<file path="src/fbd_pkg.sv">
// Package for the 4-bit core instruction decoder: field layouts and codes.
// Assumes a 16-bit instruction word and a 14-bit program counter.
package fbd_pkg;

	// ------------------------------------------------------------------
	// Field positions
	// ------------------------------------------------------------------
	localparam int FBD_FORM_BIT = 15; // Register-memory versus immediate form
	localparam int FBD_OP_HI = 14; // Main operation code top bit
	localparam int FBD_OP_LO = 11; // Main operation code low bit
	localparam int FBD_ROW_HI = 10; // Row / high-part field
	localparam int FBD_ROW_LO = 8;
	localparam int FBD_COL_HI = 7; // Column / selector field
	localparam int FBD_COL_LO = 4;
	localparam int FBD_LOW_HI = 3; // Low nibble field
	localparam int FBD_LOW_LO = 0;
	localparam int FBD_ADDR_W = 11; // In-page branch address width
	localparam int FBD_PC_W = 14; // Full program counter width
	localparam int FBD_SP_W = 3; // Return stack pointer width

	// ------------------------------------------------------------------
	// Main operation codes
	// ------------------------------------------------------------------
	localparam logic [3:0] FBD_OP_SPECIAL = 4'h7; // Special group with bit 15 clear
	localparam logic [3:0] FBD_OP_CALL0 = 4'hc; // Call page 0 when bit 15 set

	// Special group selector codes (bits 7..4)
	localparam logic [3:0] FBD_SEL_MOVT = 4'h1;
	localparam logic [3:0] FBD_SEL_ROTATE_THROUGH_CARRY_OP = 4'h7;
	localparam logic [3:0] FBD_SEL_INCIX = 4'h8;
	localparam logic [3:0] FBD_SEL_INCAR = 4'h9;
	localparam logic [3:0] FBD_SEL_PUT = 4'ha;
	localparam logic [3:0] FBD_SEL_GET = 4'hb;
	localparam logic [3:0] FBD_SEL_POP = 4'hc;
	localparam logic [3:0] FBD_SEL_PUSH = 4'hd;
	localparam logic [3:0] FBD_SEL_RET = 4'he;
	localparam logic [3:0] FBD_SEL_SYS = 4'hf;

	// Reset values
	localparam logic [13:0] FBD_PC_RST = 14'h0000;
	localparam logic [2:0] FBD_SP_RST = 3'h7;

	// Operation classes
	typedef enum logic [3:0] {
		FBD_C_NONE, FBD_C_ALU_RM, FBD_C_ALU_MI, FBD_C_SKIP, FBD_C_XFER,
		FBD_C_BR, FBD_C_CALL, FBD_C_SPECIAL, FBD_C_SYSCALL, FBD_C_STACK,
		FBD_C_PERIPH, FBD_C_RET
	} fbd_class_t;

endpackage

</file>
<file path="src/fbd_decode.sv">
// Instruction decoder of the 4-bit core with branch target formation.
// Assumes program memory presents a word with a one-cycle valid strobe.
`timescale 1ns/1ns

// Notes on behaviour
// - Branch field is the low 11 target bits
// - PC bits 12..11 select the page
// - Segment register holds PC bit 13
// - System call entry fills bits 10..8, 3..0
// - Peripheral address is high 3, low 4
// - Register file address is row 3, column 4
// - Data memory address is row then column
// - Return stack entry chosen by stack pointer
// - Interrupt acceptance saves registers automatically
module fbd_decode
	import fbd_pkg::*;
(
	input wire logic clk,
	input wire logic reset,
	input wire logic instr_valid,
	input wire logic [15:0] instr,
	input wire logic [13:0] pc,
	input wire logic [13:0] address_reg,
	input wire logic [3:0] auto_saved_regs,
	input wire logic irq_accept,
	input wire logic segment_load,
	input wire logic segment_value,
	output logic dec_valid,
	output fbd_class_t op_class,
	output logic [3:0] op_code,
	output logic op_form,
	output logic [3:0] sub_sel,
	output logic [6:0] mem_addr,
	output logic [6:0] periph_addr,
	output logic [6:0] regfile_addr_field,
	output logic [3:0] imm,
	output logic [13:0] branch_target,
	output logic [13:0] return_stack_entry,
	output logic [2:0] stack_ptr,
	output logic segment_bit_reg,
	output logic [3:0] interrupt_save_stack
);
	// ------------------------------------------------------------------
	// Declarations
	// ------------------------------------------------------------------
	logic [6:0] f_mem; // Combinational fields from the extractor
	logic [6:0] f_periph;
	logic [6:0] f_rf;
	logic [3:0] f_imm;
	logic [10:0] f_sys;
	fbd_class_t next_class; // Decoded class for this word
	logic [13:0] next_target; // Decoded target for this word
	logic [13:0] ret_stack [0:7]; // Return address stack storage
	logic stack_push; // Call or push decoded
	logic stack_pop; // Return or pop decoded
	logic [2:0] sp_dec; // Pointer after pre-decrement

	fbd_fields u_fields
	(
		.instr(instr),
		.mem_addr(f_mem),
		.periph_addr(f_periph),
		.regfile_addr_field(f_rf),
		.imm(f_imm),
		.sys_target(f_sys)
	);

	// Special group member test, used by several decodes
	function automatic logic is_special(input logic [15:0] w, input logic [3:0] sel);
		is_special = !w[FBD_FORM_BIT] && w[FBD_OP_HI:FBD_OP_LO] == FBD_OP_SPECIAL
			&& w[FBD_COL_HI:FBD_COL_LO] == sel;
	endfunction

	// ------------------------------------------------------------------
	// Class decode
	// ------------------------------------------------------------------
	// Opcode plus form bit picks the class
	always_comb
	begin
		next_class = FBD_C_NONE;
		case (instr[FBD_OP_HI:FBD_OP_LO])
			4'h0, 4'h1, 4'h2, 4'h3, 4'h4, 4'h5, 4'h6:
			begin
				next_class = instr[FBD_FORM_BIT] ? FBD_C_ALU_MI : FBD_C_ALU_RM;
			end
			4'h7:
			begin
				// Special group, further bits choose member
				if (instr[FBD_FORM_BIT])
					next_class = FBD_C_NONE;
				else if (is_special(instr, FBD_SEL_SYS))
					next_class = FBD_C_SYSCALL;
				else if (is_special(instr, FBD_SEL_PUSH) || is_special(instr, FBD_SEL_POP))
					next_class = FBD_C_STACK;
				else if (is_special(instr, FBD_SEL_GET) || is_special(instr, FBD_SEL_PUT))
					next_class = FBD_C_PERIPH;
				else if (is_special(instr, FBD_SEL_RET))
					next_class = FBD_C_RET;
				else
					next_class = FBD_C_SPECIAL;
			end
			4'h8, 4'ha:
			begin
				next_class = FBD_C_XFER;
			end
			4'h9, 4'hb:
			begin
				next_class = FBD_C_SKIP;
			end
			4'hc:
			begin
				next_class = instr[FBD_FORM_BIT] ? FBD_C_CALL : FBD_C_BR;
			end
			4'hd:
			begin
				next_class = instr[FBD_FORM_BIT] ? FBD_C_XFER : FBD_C_BR;
			end
			4'he, 4'hf:
			begin
				next_class = instr[FBD_FORM_BIT] ? FBD_C_SKIP : FBD_C_BR;
			end
			default:
			begin
				next_class = FBD_C_NONE;
			end
		endcase
	end

	// ------------------------------------------------------------------
	// Target formation
	// ------------------------------------------------------------------
	// Direct branch: segment, page from opcode, 11-bit field
	always_comb
	begin
		next_target = pc;
		case (next_class)
			FBD_C_BR:
			begin
				next_target = {segment_bit_reg, instr[12:11], instr[10:0]};
			end
			FBD_C_CALL:
			begin
				next_target = {segment_bit_reg, 2'b00, instr[10:0]};
			end
			FBD_C_SYSCALL:
			begin
				// Stays in current segment, page 0
				next_target = {segment_bit_reg, 2'b00, f_sys};
			end
			FBD_C_SPECIAL:
			begin
				// Indirect forms jump through the address register
				next_target = address_reg;
			end
			FBD_C_RET:
			begin
				next_target = ret_stack[stack_ptr];
			end
			default:
			begin
				next_target = pc;
			end
		endcase
	end

	assign stack_push = instr_valid && (next_class == FBD_C_CALL || next_class == FBD_C_SYSCALL
		|| is_special(instr, FBD_SEL_PUSH));
	assign stack_pop = instr_valid && (next_class == FBD_C_RET || is_special(instr, FBD_SEL_POP));
	assign sp_dec = stack_ptr - 3'd1;

	// ------------------------------------------------------------------
	// Registered decode outputs
	// ------------------------------------------------------------------
	// Latch fields each valid word
	always_ff @(posedge clk)
	begin
		if (reset)
		begin
			dec_valid <= 1'b0;
			op_class <= FBD_C_NONE;
			op_code <= 4'h0;
			op_form <= 1'b0;
			sub_sel <= 4'h0;
			mem_addr <= 7'h00;
			periph_addr <= 7'h00;
			regfile_addr_field <= 7'h00;
			imm <= 4'h0;
			branch_target <= FBD_PC_RST;
		end
		else
		begin
			dec_valid <= instr_valid;
			if (instr_valid)
			begin
				op_class <= next_class;
				op_code <= instr[FBD_OP_HI:FBD_OP_LO];
				op_form <= instr[FBD_FORM_BIT];
				sub_sel <= instr[FBD_COL_HI:FBD_COL_LO];
				mem_addr <= f_mem;
				periph_addr <= f_periph;
				regfile_addr_field <= f_rf;
				imm <= f_imm;
				branch_target <= next_target;
			end
		end
	end

	// ------------------------------------------------------------------
	// Segment register
	// ------------------------------------------------------------------
	// Bit 13 changes only on reset or an explicit load
	always_ff @(posedge clk)
	begin
		if (reset)
			segment_bit_reg <= FBD_PC_RST[13];
		else if (segment_load)
			segment_bit_reg <= segment_value;
	end

	// ------------------------------------------------------------------
	// Return stack
	// ------------------------------------------------------------------
	// Pointer pre-decrements on push, post-increments on pop
	always_ff @(posedge clk)
	begin
		if (reset)
			stack_ptr <= FBD_SP_RST;
		else if (stack_push)
			stack_ptr <= sp_dec;
		else if (stack_pop)
			stack_ptr <= stack_ptr + 3'd1;
	end

	// Calls save next pc, push saves the address register
	always_ff @(posedge clk)
	begin
		if (stack_push)
			ret_stack[sp_dec] <= is_special(instr, FBD_SEL_PUSH) ? address_reg : pc + 14'd1;
	end

	// Entry at current pointer, visible to the datapath
	always_ff @(posedge clk)
	begin
		if (reset)
			return_stack_entry <= FBD_PC_RST;
		else
			return_stack_entry <= ret_stack[stack_ptr];
	end

	// ------------------------------------------------------------------
	// Interrupt save
	// ------------------------------------------------------------------
	// Hardware copy, no software step involved
	always_ff @(posedge clk)
	begin
		if (reset)
			interrupt_save_stack <= 4'h0;
		else if (irq_accept)
			interrupt_save_stack <= auto_saved_regs;
	end
endmodule

</file>
<file path="src/fbd_fields.sv">
// Field extractor: splits an instruction word into operand fields.
// Assumes a registered, stable instruction word on the same clock.
`timescale 1ns/1ns
module fbd_fields
	import fbd_pkg::*;
(
	input wire logic [15:0] instr,
	output logic [6:0] mem_addr,
	output logic [6:0] periph_addr,
	output logic [6:0] regfile_addr_field,
	output logic [3:0] imm,
	output logic [10:0] sys_target
);
	// ------------------------------------------------------------------
	// Field combination
	// ------------------------------------------------------------------
	logic [2:0] mem_row_field; // Row, high-order part
	logic [3:0] mem_col_field; // Column, low-order part
	logic [2:0] periph_addr_high; // Shares the row slot
	logic [3:0] periph_addr_low; // Shares the low nibble slot

	assign mem_row_field = instr[FBD_ROW_HI:FBD_ROW_LO];
	assign mem_col_field = instr[FBD_COL_HI:FBD_COL_LO];
	assign periph_addr_high = instr[FBD_ROW_HI:FBD_ROW_LO];
	assign periph_addr_low = instr[FBD_LOW_HI:FBD_LOW_LO];
	// Row above column
	assign mem_addr = {mem_row_field, mem_col_field};
	// High 3 bits above low 4 bits
	assign periph_addr = {periph_addr_high, periph_addr_low};
	// Register file row above column, same slots as memory
	assign regfile_addr_field = {instr[FBD_ROW_HI:FBD_ROW_LO], instr[FBD_COL_HI:FBD_COL_LO]};
	// Immediate, bit position or general register column
	assign imm = instr[FBD_LOW_HI:FBD_LOW_LO];
	// Entry split: bits 10..8 and 3..0, the rest zero
	assign sys_target = {instr[FBD_ROW_HI:FBD_ROW_LO], 4'h0, instr[FBD_LOW_HI:FBD_LOW_LO]};
endmodule

</file>
<file path="config.mk">
export PLATFORM = sky130hd
export DESIGN_NAME = fbd_decode
export DESIGN_NICKNAME = d
export VERILOG_FILES = /design/src/fbd_pkg.sv /design/src/fbd_decode.sv /design/src/fbd_fields.sv
export SDC_FILE = /design/constraint.sdc
export NUM_CORES = 1
export LEC_CHECK = 0
export BUFFER_PORTS_ARGS = -buffer_cell sky130_fd_sc_hd__buf_2
export CAP_MARGIN = 20
export CELL_PAD_IN_SITES_DETAIL_PLACEMENT = 0
export CELL_PAD_IN_SITES_GLOBAL_PLACEMENT = 1
export CORE_AREA = 2 2 209 108
export DETAILED_ROUTE_END_ITERATION = 6
export DIE_AREA = 0 0 211 110
export PLACE_DENSITY_LB_ADDON = 0.25
export SYNTH_ARGS = -nofsm -noshare
export SYNTH_HDL_FRONTEND = slang
export SYNTH_SLANG_ARGS = --single-unit
export TNS_END_PERCENT = 50
</file>
<file path="constraint.sdc">
create_clock -name clk -period 4 [get_ports clk]
set_clock_uncertainty 0.05 [all_clocks]
set_input_delay 0.8 -clock clk [delete_from_list [all_inputs] [get_ports clk]]
set_output_delay 0.8 -clock clk [all_outputs]
set_load 0.005 [all_outputs]
</file>
; ---- After elaboration in Yosys (flattened, before gate mapping)
; Memory sizes are Yosys's and may differ from the RTL's. A register that Yosys moved wholly into a read port is not among the register bits.
; Cells that the tools add are included.
[totals]
register_bits = 68
mem_bits_rw = 112
output_inout_bits = 75
memories = 1
inputBits = 54
wordCells = 82
[classes]
n_eq_ne = 26
reduce_logical = 21
addsub = 3
n_mux = 18
[mem_list]
columns = memory, depth, word_bits, read_ports, rd_clocked_by_memory_dff, wr, line_no
row1 = ret_stack, 8, 14, 1, 1, 1, fbd_decode.sv:53  ; logic [13:0] ret_stack [0:7];
[op_table]
columns = operator, count
row1 = $pmux W14 S5, 1
row2 = $eq A4 B4 Y1 const B, 16
row3 = $eq A4 B3 Y1 const B, 7
row4 = $pmux W4 S7, 1
row5 = $mux W4, 5
row6 = $mux W3, 5
row7 = $add A14 B1 Y14 const B, 1
row8 = $mux W14, 1
row9 = $logic_and A1 B1 Y1, 9
row10 = $eq A4 B2 Y1 const B, 2
row11 = $reduce_or A7 Y1, 1
row12 = $reduce_or A2 Y1, 3
row13 = $logic_or A1 B1 Y1, 5
row14 = $eq A4 B1 Y1 const B, 1
row15 = $logic_not A4 Y1, 1
row16 = $mux W2, 2
row17 = $add A3 B1 Y3 const B, 1
row18 = $mux W1, 3
row19 = $sub A3 B1 Y3 const B, 1
row20 = $reduce_bool A2 Y1, 1
row21 = $logic_not A1 Y1, 1

; ---- Logic depth before layout (Yosys ltp)
; Gate-level depths: netlist of run 1.
[depth]
depth_word = 16
mapped_depth = 8
mapped_depth_nobuf = 6

; ---- Cells and area by module
; A second synthesis of run 1 with hierarchy kept.
[unflattened]
hier_cells = 669
area_unflattened_um2 = 8365.5
[by_module_without_submodules]
columns = module, n_inst, area_per_inst_um2, seq_area_each_um2, cells_per_inst
row1 = fbd_decode, 1, 8091.5, 4924.7, 632
row2 = fbd_fields, 1, 274.0, 0.0, 37

; ---- Worst setup path before layout of run 1
; Ideal clock, no wire load.
[synth_timing]
path_kind = input to register
start = input instr[6]
end = memory ret_stack[3][0] (enable)
arrival_time_ns = 3.537
slack_ns = -0.009
n_path_buf = 1
setup_time_ns = 0.421
t_required_ns = 3.529
path_stages = 7
cell_sequence = buf_2 -> o21a_1 -> or3_4 -> a221o_1 -> o21ai_2 -> nand2_1 -> nor4_1
[synth_via]
elab_chain_cells = 14
elab_cells_between_ends = 27
classes_between = eq/ne (8) / mux (8) / reduce/logical (11)
[synth_rtl]
columns = element, line_no
row1 = from (decl), fbd_decode.sv:21  ; input wire logic [15:0] instr,
row2 = $eq A4 B4 Y1, fbd_decode.sv:71  ; && w[FBD_COL_HI:FBD_COL_LO] == sel;
row3 = $logic_and A1 B1 Y1, fbd_decode.sv:71
row4 = $mux W4 / $logic_or A1 B1 Y1 (equally long branches), "fbd_decode.sv:97, fbd_decode.sv:95"
row5 = $mux W4, fbd_decode.sv:95  ; else if (is_special(instr, FBD_SEL_GET) || is_special(instr, FBD_SEL_PUT))
row6 = $mux W4, fbd_decode.sv:93  ; else if (is_special(instr, FBD_SEL_PUSH) || is_special(instr, FBD_SEL_POP))
row7 = $mux W4, fbd_decode.sv:91  ; else if (is_special(instr, FBD_SEL_SYS))
row8 = $mux W4, fbd_decode.sv:89  ; if (instr[FBD_FORM_BIT])
row9 = $pmux W4 S7, fbd_decode.sv:81  ; case (instr[FBD_OP_HI:FBD_OP_LO])
row10 = $eq A4 B3 Y1 / $eq A4 B4 Y1 (equally long branches), fbd_decode.sv:166  ; assign stack_push = instr_valid && (next_class == FBD_C_CALL || next_class == FBD_C_SYSCALL
row11 = $logic_or A1 B1 Y1, fbd_decode.sv:166
row12 = $logic_or A1 B1 Y1 (*), fbd_decode.sv:167  ; || is_special(instr, FBD_SEL_PUSH));
row13 = $logic_and A1 B1 Y1 (*), fbd_decode.sv:166
row14 = $mux W1 (*), fbd_decode.sv:237  ; if (stack_push)
row15 = $mux W1 (*), fbd_decode.sv:238  ; ret_stack[sp_dec] <= is_special(instr, FBD_SEL_PUSH) ? address_reg : pc + 14'd1;
row16 = to (decl), fbd_decode.sv:53
; Every way passes the cells marked *; elsewhere a longest branch is shown, timed or not.

; ---- Final worst setup path of run 1
[layout_timing]
start = input instr[14]
end = memory ret_stack[1][12] (enable)
[layout_via]
elab_chain_cells = 15
elab_cells_between_ends = 42
classes_between = eq/ne (17) / mux (8) / reduce/logical (17)
[layout_rtl]
columns = element, line_no
row1 = $eq A4 B3 Y1, "fbd_decode.sv:70, fbd_decode.sv:81"
row2 = $logic_and A1 B1 Y1, fbd_decode.sv:70  ; is_special = !w[FBD_FORM_BIT] && w[FBD_OP_HI:FBD_OP_LO] == FBD_OP_SPECIAL
row3 = $logic_and A1 B1 Y1, fbd_decode.sv:71
row4 = $mux W4 / $logic_or A1 B1 Y1 (equally long branches), "fbd_decode.sv:97, fbd_decode.sv:95"
row5 = $mux W4, fbd_decode.sv:95
row6 = $mux W4, fbd_decode.sv:93
row7 = $mux W4, fbd_decode.sv:91
row8 = $mux W4, fbd_decode.sv:89
row9 = $pmux W4 S7, fbd_decode.sv:81
row10 = $eq A4 B3 Y1 / $eq A4 B4 Y1 (equally long branches), fbd_decode.sv:166
row11 = $logic_or A1 B1 Y1, fbd_decode.sv:166
row12 = $logic_or A1 B1 Y1 (*), fbd_decode.sv:167
row13 = $logic_and A1 B1 Y1 (*), fbd_decode.sv:166
row14 = $mux W1 (*), fbd_decode.sv:237
row15 = $mux W1 (*), fbd_decode.sv:238
; Marks and branches as above.

==> results.py, run 1 <==
metrics = {
    "outcome": {
        "status": "finished, violations left",
        "violations": "design-rule violations",
    },
    "die": {
        "initial_core_util_pct": 34.6,
        "die_x_um": 211,
        "coreArea_um2": 21300,
        "rows": 38,
        "io_pins": 129,
        "die_h_um": 110,
        "dieArea_um2": 23200,
    },
    "timing": {
        "setup_violations": 0,
        "worst_pin_slew_ns": 1.01,
        "finalMaxSlewViolations": 0,
        "setup_tns_ns": 0,
        "worst_slew_margin_rel_pct": 32.8,
        "rsz0062_at_grt": "no",
        "post-route-period-util_pct": 75.4,
        "max_freq_ghz": 0.332,
        "whs_ns": 0.420,
        "hold_viol_final": 0,
        "fin_crit_ns": 3.02,
    },
    "cells_and_area": {
        "regMostFlops": "ret_stack",
        "final_util_pct": 41.7,
        "final_cell_mix": "buf_2, edfxtp_1, nor2_1",
        "n_antenna_cell": 0,
        "nNetsFinal": 722,
        "final_common_cell": "buf_2",
        "largest_reg_flops": 112,
        "stdcell_count": 958,
        "area_growth_pct": 20.5,
        "drive_above_1_share_pct": 33.9,
        "reg_top3": "ret_stack x112, branch_target x14, return_stack_entry x14",
    },
    "yosys": {
        "syn_area_um2": 7390,
        "ys_ff_latch": 172,
        "ys_warn_count": 0,
        "synthFlopType": "edfxtp_1",
        "syn_avg_cell_area_um2": 13.5,
        "syn-num-nets": 605,
        "synthDistinctLibCells": 52,
        "synth.yosys.seq_area_share_pct": 61.8,
        "netlist_instances": 548,
        "synth_edf_count": 112,
        "async_flop_share_pct": 0,
    },
    "clocking": {
        "clk_latency_ns": 0.43,
        "cts_sinks": 172,
        "cts.path.max_buffers": 2,
        "hold_buffers": 0,
        "root_buffer": "clkbuf_16",
        "cts_resized": 0,
        "cts_tree": "done",
        "cts_buffers": 17,
        "cts_max_level": 4,
        "clk_pin_slew_ns": 0.07,
        "postCtsSetupBuffers": 0,
    },
    "detailed_routing": {
        "routed_wl_mm": 21.2,
        "first_pass_iters": 7,
        "drcViolationCount": 2,
        "wl_per_cell_um": 22.1,
        "drtIter0Drc": 480,
        "drtAntennaViolNets": 0,
        "vias": 5065,
        "via_per_inst": 5.29,
    },
    "critical_path": {
        "critical-path-top-delay-family": "simple AND/OR/NAND/NOR gates",
        "arrival_ns": 3.07,
        "path_cells": "buf_2 > nand2b_1 > or3_4 > a221o_1 > o21ai_2 > nand2_1 > nor3_2 > buf_4",
        "crit_buf_inv": 2,
        "crit_fanout": 14,
        "crit_required_ns": 4.06,
        "worst_setup_path_start_kind": "input pin",
        "cpMaxStageDelayCell": "or3_4",
        "endpoint_kind": "register",
        "slowest_delay_ns": 0.44,
        "crit_type": "in -> reg",
    },
    "global_routing": {
        "use_met1_pct": 28.8,
        "use_met3_pct": 5.07,
        "grt-busiest-layer": "met1",
        "grt_overflow": 0,
        "antenna_found_initial": 0,
        "grt.total_usage_pct": 18.6,
        "grt_max_degree": 32,
        "grt_pass1_vias": 4832,
        "grt_pass1_wl_mm": 31.1,
        "use_met2_pct": 25.4,
    },
    "placement": {
        "placed_cells": 925,
        "dp.final_hpwl_mm": 15.6,
        "io_buffers": 128,
        "place_congestion": 0.880,
    },
    "pwr": {
        "leakage_nw": 3.42,
        "power_frac_clock_pct": 42.3,
        "vdd_ir_drop_max_uv": 265,
        "p_int_mw": 3.03,
        "seq_power_share_pct": 49.6,
        "netSwitchingFraction_pct": 23.7,
        "p_sw_uw": 943,
        "comb_power_share_pct": 8.1,
        "powerDensity_nw_per_um2": 446,
    },
    "run": {
        "drv_cap": 0,
    },
    "hold_path": {
        "min_path_type": "reg -> reg",
    },
}
-- layout make-up --
type / instances / area [um2]
multi-input combinational: 320 / 2550
timing repair buffer: 147 / 803
sequential: 172 / 4570
tap: 280 / 350
inverter: 7 / 26.3
clock inverter: 9 / 66.3
clock buffer: 23 / 542
fill: 1985 / 12400
-- power groups by stage --
stage / sequential, mW / combinational [mW] / clock, mW
finish: 1.97 / 0.321 / 1.68
global route: 1.97 / 0.351 / 1.77
CTS: 1.97 / 0.318 / 1.71
detailed placement: 2.01 / 0.316 / 0
global placement: 2.01 / 0.315 / 0
floorplan: 2.00 / 0.182 / 0
-- per-layer routing --
metal  vias to the layer above  share of wire (%)
li1                       2300                  -
met1                      2530                 50
met2                       215                 41
met3                        20                8.3
met4                         0               0.97
met5                         -                  0
-- worst paths after layout --
kind | cells past startpoint | slack [ns] | startpoint | end
worst max register to register | 5 | 1.38 | register | branch_target[1]
worst min register to register | 2 | 0.42 | op_class[3] | op_class[3]
worst min-delay path | 2 | 0.42 | op_class[3] | op_class[3]
worst max-delay path | 8 | 0.98 | instr[14] | ret_stack[1][12]
-- cell usage after synthesis, types with 2 or more instances --
| master | number | area (um2) |
|---|---|---|
| a2111oi_0 | 8 | 70.1 |
| a211oi_1 | 3 | 22.5 |
| a21oi_1 | 7 | 35.0 |
| a221o_1 | 9 | 90.1 |
| a221oi_1 | 9 | 78.8 |
| a311oi_1 | 3 | 26.3 |
| and4_1 | 2 | 17.5 |
| buf_1 | 4 | 15.0 |
| buf_2 | 10 | 50.1 |
| buf_4 | 21 | 158 |
| clkbuf_1 | 14 | 52.6 |
| dfxtp_1 | 60 | 1200 |
| edfxtp_1 | 112 | 3360 |
| ha_1 | 3 | 37.5 |
| inv_1 | 7 | 26.3 |
| mux2_2 | 10 | 113 |
| mux2i_1 | 27 | 270 |
| mux4_2 | 28 | 631 |
| nand2_1 | 33 | 124 |
| nand2b_1 | 8 | 50.1 |
| nand3_1 | 12 | 60.1 |
| nand4_1 | 3 | 18.8 |
| nand4b_1 | 2 | 17.5 |
| nor2_1 | 64 | 240 |
| nor2b_1 | 10 | 62.6 |
| nor3_1 | 8 | 40.0 |
| nor4_1 | 3 | 18.8 |
| o21a_1 | 2 | 15.0 |
| o21ai_0 | 29 | 145 |
| o31a_1 | 2 | 17.5 |
| xnor2_1 | 4 | 35.0 |
| xor2_1 | 11 | 96.3 |
-- worst min-delay path: stages, from the launching register on --
cell     delay, ns
dfxtp_1       0.32
nand2_1       0.06
a21oi_1       0.05
-- stage by stage --
stage               worst slack [ns]  power, mW  cell area [um2]
floorplan                      0.338       2.18             7400
global placement               0.693       2.32             8270
detailed placement             0.592       2.33             8270
CTS                             1.03       4.00             8880
global route                   0.843       4.10             8900
finish                         0.985       3.97             8900
-- cells by family (layout without fill, tap and decap cells) --
group                    after synthesis  in the layout  synth area share [%]
flip-flops                           172            172                  61.8
AND/OR/NAND/NOR                      151            151                  9.60
AO/OA/AOI/OAI                         86             86                  8.57
multiplexers                          65             65                  13.7
buffers and inverters                 56            186                  4.08
XOR/XNOR                              15             15                  1.78
adder cells (fa/ha/maj)                3              3                 0.508
(Power assumes the default switching activity.)
==> inputs of run 2 (changes only) <==
==> constraint.sdc (replaced) <==
create_clock -name clk -period 2.5 [get_ports clk]
set_clock_uncertainty 0.05 [all_clocks]
set_input_delay 0.5 -clock clk [delete_from_list [all_inputs] [get_ports clk]]
set_output_delay 0.5 -clock clk [all_outputs]
set_load 0.005 [all_outputs]
==> run 2 against run 1 <==
Compared with the run above:
- clock-buffer cell count fell by 4
- via count rose by 5.1%
- wire length rose by 4.3%
- worst hold slack got worse by 0.16 ns
- clock power rose by 48%
- sequential power rose by 59%
- register-to-register slack got worse by 1.1 ns
- core utilization rose by 2.5 points
- setup slack got worse by 0.87 ns
- largest power group unchanged
- the run now ends clean
- flip-flop and latch count did not move
- critical path depth rose by 1
==> results.py, run 2 (synthesis results as in run 1) <==
metrics = {
    "cells_and_area": {
        "final_cell_mix": "buf_2, edfxtp_1, buf_4",
        "area_growth_pct": 27.6,
        "final_util_pct": 44.2,
        "fillers": 1948,
        "largest_reg_flops": 112,
        "final_common_cell": "buf_2",
        "nNetsFinal": 788,
        "reg_top3": "ret_stack x112, branch_target x14, return_stack_entry x14",
        "n_antenna_cell": 0,
        "drive_above_1_share_pct": 40.2,
        "regMostFlops": "ret_stack",
    },
    "clocking": {
        "postCtsSetupBuffers": 0,
        "cts_resized": 0,
        "root_buffer": "clkbuf_16",
        "cts_buffers": 17,
        "cts_max_level": 4,
        "cts_tree": "done",
        "cts.path.max_buffers": 2,
        "hold_buffers": 0,
        "cts_sinks": 172,
        "clk_latency_ns": 0.43,
        "clk_pin_slew_ns": 0.07,
    },
    "critical_path": {
        "endpoint_kind": "register",
        "worst_r2r_endpoint": "branch_target[10]",
        "arrival_ns": 2.47,
        "worst_setup_path_start_kind": "input pin",
        "endpoint": "ret_stack[3][12]",
        "r2r_cells": 5,
        "startpoint": "instr[15]",
        "crit_type": "in -> reg",
        "rrSetupSlack_ns": 0.25,
        "crit_fanout": 8,
        "crit_required_ns": 2.59,
    },
    "global_routing": {
        "antenna_found_initial": 0,
        "grt.total_usage_pct": 19.5,
        "grt_overflow": 0,
        "grt_max_degree": 34,
        "grt_pass1_wl_mm": 32.3,
        "grt_pass1_vias": 5155,
    },
    "detailed_routing": {
        "first_pass_iters": 5,
        "vias": 5323,
        "drcViolationCount": 0,
        "drtIter0Drc": 389,
        "via_per_inst": 5.20,
        "drtAntennaViolNets": 0,
        "routed_wl_mm": 22.1,
        "wl_per_cell_um": 21.6,
    },
    "run": {
        "drv_cap": 0,
    },
    "placement": {
        "place_congestion": 0.890,
        "io_buffers": 128,
        "dp_slack_ns": -0.283,
        "dp.final_hpwl_mm": 17.0,
    },
    "pwr": {
        "powerDensity_nw_per_um2": 662,
        "vdd_ir_drop_max_uv": 426,
        "report.power.total_mw": 6.24,
        "leakage_nw": 3.77,
    },
    "die": {
        "coreArea_um2": 21300,
        "dieArea_um2": 23200,
        "die_x_um": 211,
        "initial_core_util_pct": 34.6,
        "die_h_um": 110,
        "io_pins": 129,
        "rows": 38,
    },
    "hold_path": {
        "min_path_type": "in -> reg",
        "whs_path_depth": 3,
    },
    "timing": {
        "worst_slew_margin_rel_pct": 47.7,
        "hold_viol_final": 0,
        "worst_pin_slew_ns": 0.776,
        "rsz0062_at_grt": "no",
        "finalMaxSlewViolations": 0,
        "max_freq_ghz": 0.419,
        "setup_violations": 0,
        "setup_tns_ns": 0,
        "post-route-period-util_pct": 95.4,
        "fin_crit_ns": 2.38,
        "whs_ns": 0.256,
        "setup_ws_ns": 0.116,
    },
    "outcome": {
        "status": "complete, no violations",
    },
}
## run 2: critical path, cell delays in order
cell and delay, ns:
buf_2 0.12, buf_4 0.13, a21boi_0 0.22, o21ai_0 0.17
a221o_1 0.43, o21ai_2 0.25, nand2_4 0.10, nor4_4 0.30
buf_4 0.23
## run 2: metal layers
layer	track usage [%]	wire (um)	up-vias
li1	-	-	2439
met1	31.1	11200	2625
met2	25.2	8720	243
met3	5.50	1870	16
met4	5.43	263	0
met5	0	0	-
## run 2: layout make-up
class / count / area (um2) / share of cell area (%)
flip-flops and latches: 172 / 4570 / 48.4
multi-input cells: 320 / 2600 / 27.6
repair buffers: 213 / 1340 / 14.2
clock buffers: 19 / 454 / 4.82
well taps: 280 / 350 / 3.72
clock inverters: 13 / 91.3 / 0.969
inverters: 7 / 26.3 / 0.279
## run 2: per-stage QoR
step | instances | area (um2)
2_1_floorplan | 548 | 7480
3_3_place_gp | 992 | 8880
3_5_place_dp | 992 | 8880
4_1_cts | 1024 | 9430
5_1_grt | 1024 | 9430
6_report | 1024 | 9430
## run 2: power breakdown
part / internal (mW) / switching (mW) / total, mW
Combinational: 0.271 / 0.339 / 0.610
Clock: 1.34 / 1.16 / 2.49
Sequential: 3.09 / 0.0455 / 3.14
## run 2: worst min-delay path by stage
stage | startpoint | to | slack, ns
2_1_floorplan | branch_target[4] | branch_target[4] | 0.40
3_5_place_dp | op_class[3] | op_class[3] | 0.42
4_1_cts | segment_value | segment_bit_reg | 0.25
5_1_grt | auto_saved_regs[1] | interrupt_save_stack[1] | 0.26
6_report | segment_value | segment_bit_reg | 0.26
3_3_place_gp | op_class[3] | op_class[3] | 0.41
==> inputs of run 3 (changes only) <==
--- a/config.mk
+++ b/config.mk
@@ -9,9 +9,9 @@
 export CAP_MARGIN = 20
 export CELL_PAD_IN_SITES_DETAIL_PLACEMENT = 0
 export CELL_PAD_IN_SITES_GLOBAL_PLACEMENT = 1
-export CORE_AREA = 2 2 209 108
+export CORE_AREA = 5 5 212 111
 export DETAILED_ROUTE_END_ITERATION = 6
-export DIE_AREA = 0 0 211 110
+export DIE_AREA = 0 0 217 116
 export PLACE_DENSITY_LB_ADDON = 0.25
 export SYNTH_ARGS = -nofsm -noshare
 export SYNTH_HDL_FRONTEND = slang
==> constraint.sdc (replaced) <==
create_clock -name clk -period 1.96 [get_ports clk]
set_clock_uncertainty 0.05 [all_clocks]
set_input_delay 0.392 -clock clk [delete_from_list [all_inputs] [get_ports clk]]
set_output_delay 0.392 -clock clk [all_outputs]
set_load 0.005 [all_outputs]
==> run 3 against run 2 <==
Compared with the run above:
- the run now ends with negative setup slack left
- wire length is 5.3% higher
- sequential share of layout area is 3.4 points lower
- non-clock buffer count is 32 higher
- critical path depth stayed put
- clock-buffer cell count is 2 higher
- global-route usage is 1.2 points lower
- register-to-register slack worse by 0.29 ns
- core utilization is 3.4 points higher
- combinational power is 50% higher
- critical path type unchanged
- highest routed layer unchanged
==> results.py, run 3 (synthesis results as in run 1) <==
metrics = {
    "die": {
        "dieArea_um2": 25200,
        "die_h_um": 116,
        "die_x_um": 217,
        "coreArea_um2": 21300,
        "initial_core_util_pct": 34.6,
        "io_pins": 129,
        "rows": 38,
    },
    "clocking": {
        "hold_buffers": 0,
        "root_buffer": "clkbuf_16",
        "cts_max_level": 4,
        "clk_latency_ns": 0.44,
        "cts_buffers": 17,
        "clk_pin_slew_ns": 0.06,
        "cts_tree": "done",
        "cts.path.max_buffers": 2,
        "cts_sinks": 172,
    },
    "pwr": {
        "powerDensity_nw_per_um2": 816,
        "seq_power_share_pct": 48.3,
        "p_int_mw": 6.32,
        "vdd_ir_drop_max_uv": 583,
        "leakage_nw": 4.07,
        "power_frac_clock_pct": 40.6,
        "netSwitchingFraction_pct": 23.7,
        "comb_power_share_pct": 11.1,
        "p_sw_mw": 1.96,
    },
    "cells_and_area": {
        "seqCellArea_um2": 4570,
        "largest_reg_flops": 112,
        "drive_above_1_share_pct": 45.0,
        "final_common_cell": "buf_2",
        "stdcell_count": 1057,
        "nNetsFinal": 820,
        "fillers": 1909,
        "multiInputGateArea_um2": 2820,
        "final_cell_mix": "buf_2, edfxtp_1, buf_4",
        "reg_top3": "ret_stack x112, branch_target x14, return_stack_entry x14",
        "regMostFlops": "ret_stack",
        "area_growth_pct": 37.3,
    },
    "outcome": {
        "status": "finished, violations left",
        "violations": "negative setup slack",
    },
    "global_routing": {
        "grt_overflow": 0,
        "grt_pass1_wl_mm": 33.7,
        "grt.total_usage_pct": 18.4,
        "grt_pass1_vias": 5342,
        "grt_max_degree": 38,
        "antenna_found_initial": 0,
    },
    "detailed_routing": {
        "drcViolationCount": 0,
        "drtAntennaViolNets": 0,
        "routed_wl_mm": 23.3,
        "drtIter0Drc": 495,
        "vias": 5559,
        "first_pass_iters": 6,
        "via_per_inst": 5.26,
        "wl_per_cell_um": 22.0,
    },
    "hold_path": {
        "hold_start": "auto_saved_regs[2]",
        "hold_end": "interrupt_save_stack[2]",
        "whs_path_depth": 3,
        "min_path_type": "in -> reg",
    },
    "timing": {
        "fin_crit_ns": 2.18,
        "worst_pin_slew_ns": 0.736,
        "hold_viol_final": 0,
        "setup_violations": 126,
        "rsz0062_at_grt": "yes",
        "post-route-period-util_pct": 111,
        "finalMaxSlewViolations": 0,
        "setup_ws_ns": -0.225,
        "setup_tns_ns": -21.96,
        "whs_ns": 0.141,
        "max_freq_ghz": 0.458,
        "worst_slew_margin_rel_pct": 50.9,
    },
    "placement": {
        "io_buffers": 128,
        "place_congestion": 0.917,
        "placed_cells": 1005,
        "dp.final_hpwl_mm": 17.4,
        "dp_slack_ns": -0.694,
    },
    "critical_path": {
        "crit_required_ns": 2.06,
        "rrSetupSlack_ns": -0.04,
        "worst_r2r_endpoint": "branch_target[9]",
        "crit_fanout": 14,
        "arrival_ns": 2.28,
        "endpoint_kind": "register",
        "r2r_cells": 7,
        "crit_type": "in -> reg",
        "worst_setup_path_start_kind": "input pin",
    },
    "run": {
        "drv_cap": 0,
    },
}
run 3: cell count changes in the layout (fill, tap and decap cells not counted), sizes merged:
cell | before | now
buf | 213 | 244
bufinv | 0 | 2
clkbuf | 19 | 22
clkinv | 7 | 6
clkinvlp | 0 | 2
diode | 0 | 1
inv | 13 | 8
run 3: worst max path at each step:
stage | from | endpoint | slack, ns | cells after the start
floorplan | instr[6] | ret_stack[3][0] | -0.83 | 7
global placement | instr[5] | ret_stack[3][7] | -0.64 | 8
detailed placement | instr[5] | ret_stack[3][5] | -0.69 | 8
CTS | instr[5] | ret_stack[3][1] | -0.19 | 8
global route | instr[5] | ret_stack[4][3] | -0.27 | 9
finish | instr[5] | ret_stack[4][12] | -0.22 | 9
run 3: worst max-delay path, stage by stage:
cell     delay (ns)
buf_6          0.09
o21a_1         0.20
or3_4          0.33
a221o_1        0.43
o21ai_4        0.22
nand3_2        0.17
buf_12         0.18
nor2_4         0.09
buf_12         0.16
run 3: what timing repair did:
item | in CTS | in global routing
gates resized for setup | 17 | 42
endpoints found under the setup margin | 124 | 196
setup buffers | 4 | 14
pin swaps | 2 | 16
cloned | 0 | 1
hold endpoints to repair | 0 | 0
run 3: stage by stage:
| step | utilization, % | area (um2) | power, mW |
|---|---|---|---|
| 4_1_cts | 46.1 | 9840 | 8.28 |
| 5_1_grt | 47.5 | 10100 | 8.60 |
| 2_1_floorplan | - | 7520 | 4.47 |
| 3_3_place_gp | 42.9 | 9150 | 4.90 |
| 3_5_place_dp | 42.9 | 9150 | 4.91 |
| 6_report | 47.5 | 10100 | 8.28 |
run 3: power by group through the flow:
| stage | sequential, mW | clock, mW | combinational [mW] |
|---|---|---|---|
| 2_1_floorplan | 4.08 | 0 | 0.390 |
| 3_3_place_gp | 4.07 | 0 | 0.822 |
| 3_5_place_dp | 4.08 | 0 | 0.832 |
| 4_1_cts | 4.00 | 3.42 | 0.855 |
| 5_1_grt | 4.01 | 3.60 | 0.989 |
| 6_report | 4.00 | 3.36 | 0.918 |
run 3: layer usage:
| metal | vias to the layer above | track usage (%) | wire (um) |
|---|---|---|---|
| met5 | - | 0 | 0 |
| met4 | 0 | 5.17 | 252 |
| met3 | 18 | 4.96 | 2000 |
| met2 | 283 | 24.4 | 9380 |
| met1 | 2754 | 29.0 | 11600 |
| li1 | 2504 | - | - |
run 3: area by class of cell:
type | instances | area share (%)
antenna | 1 | 0.0247
clock buffer | 21 | 4.54
clock inverter | 11 | 1.17
inverter | 7 | 0.259
multi-input combinational | 320 | 27.7
sequential | 172 | 45.0
tap | 280 | 3.45
timing repair buffer | 245 | 17.8
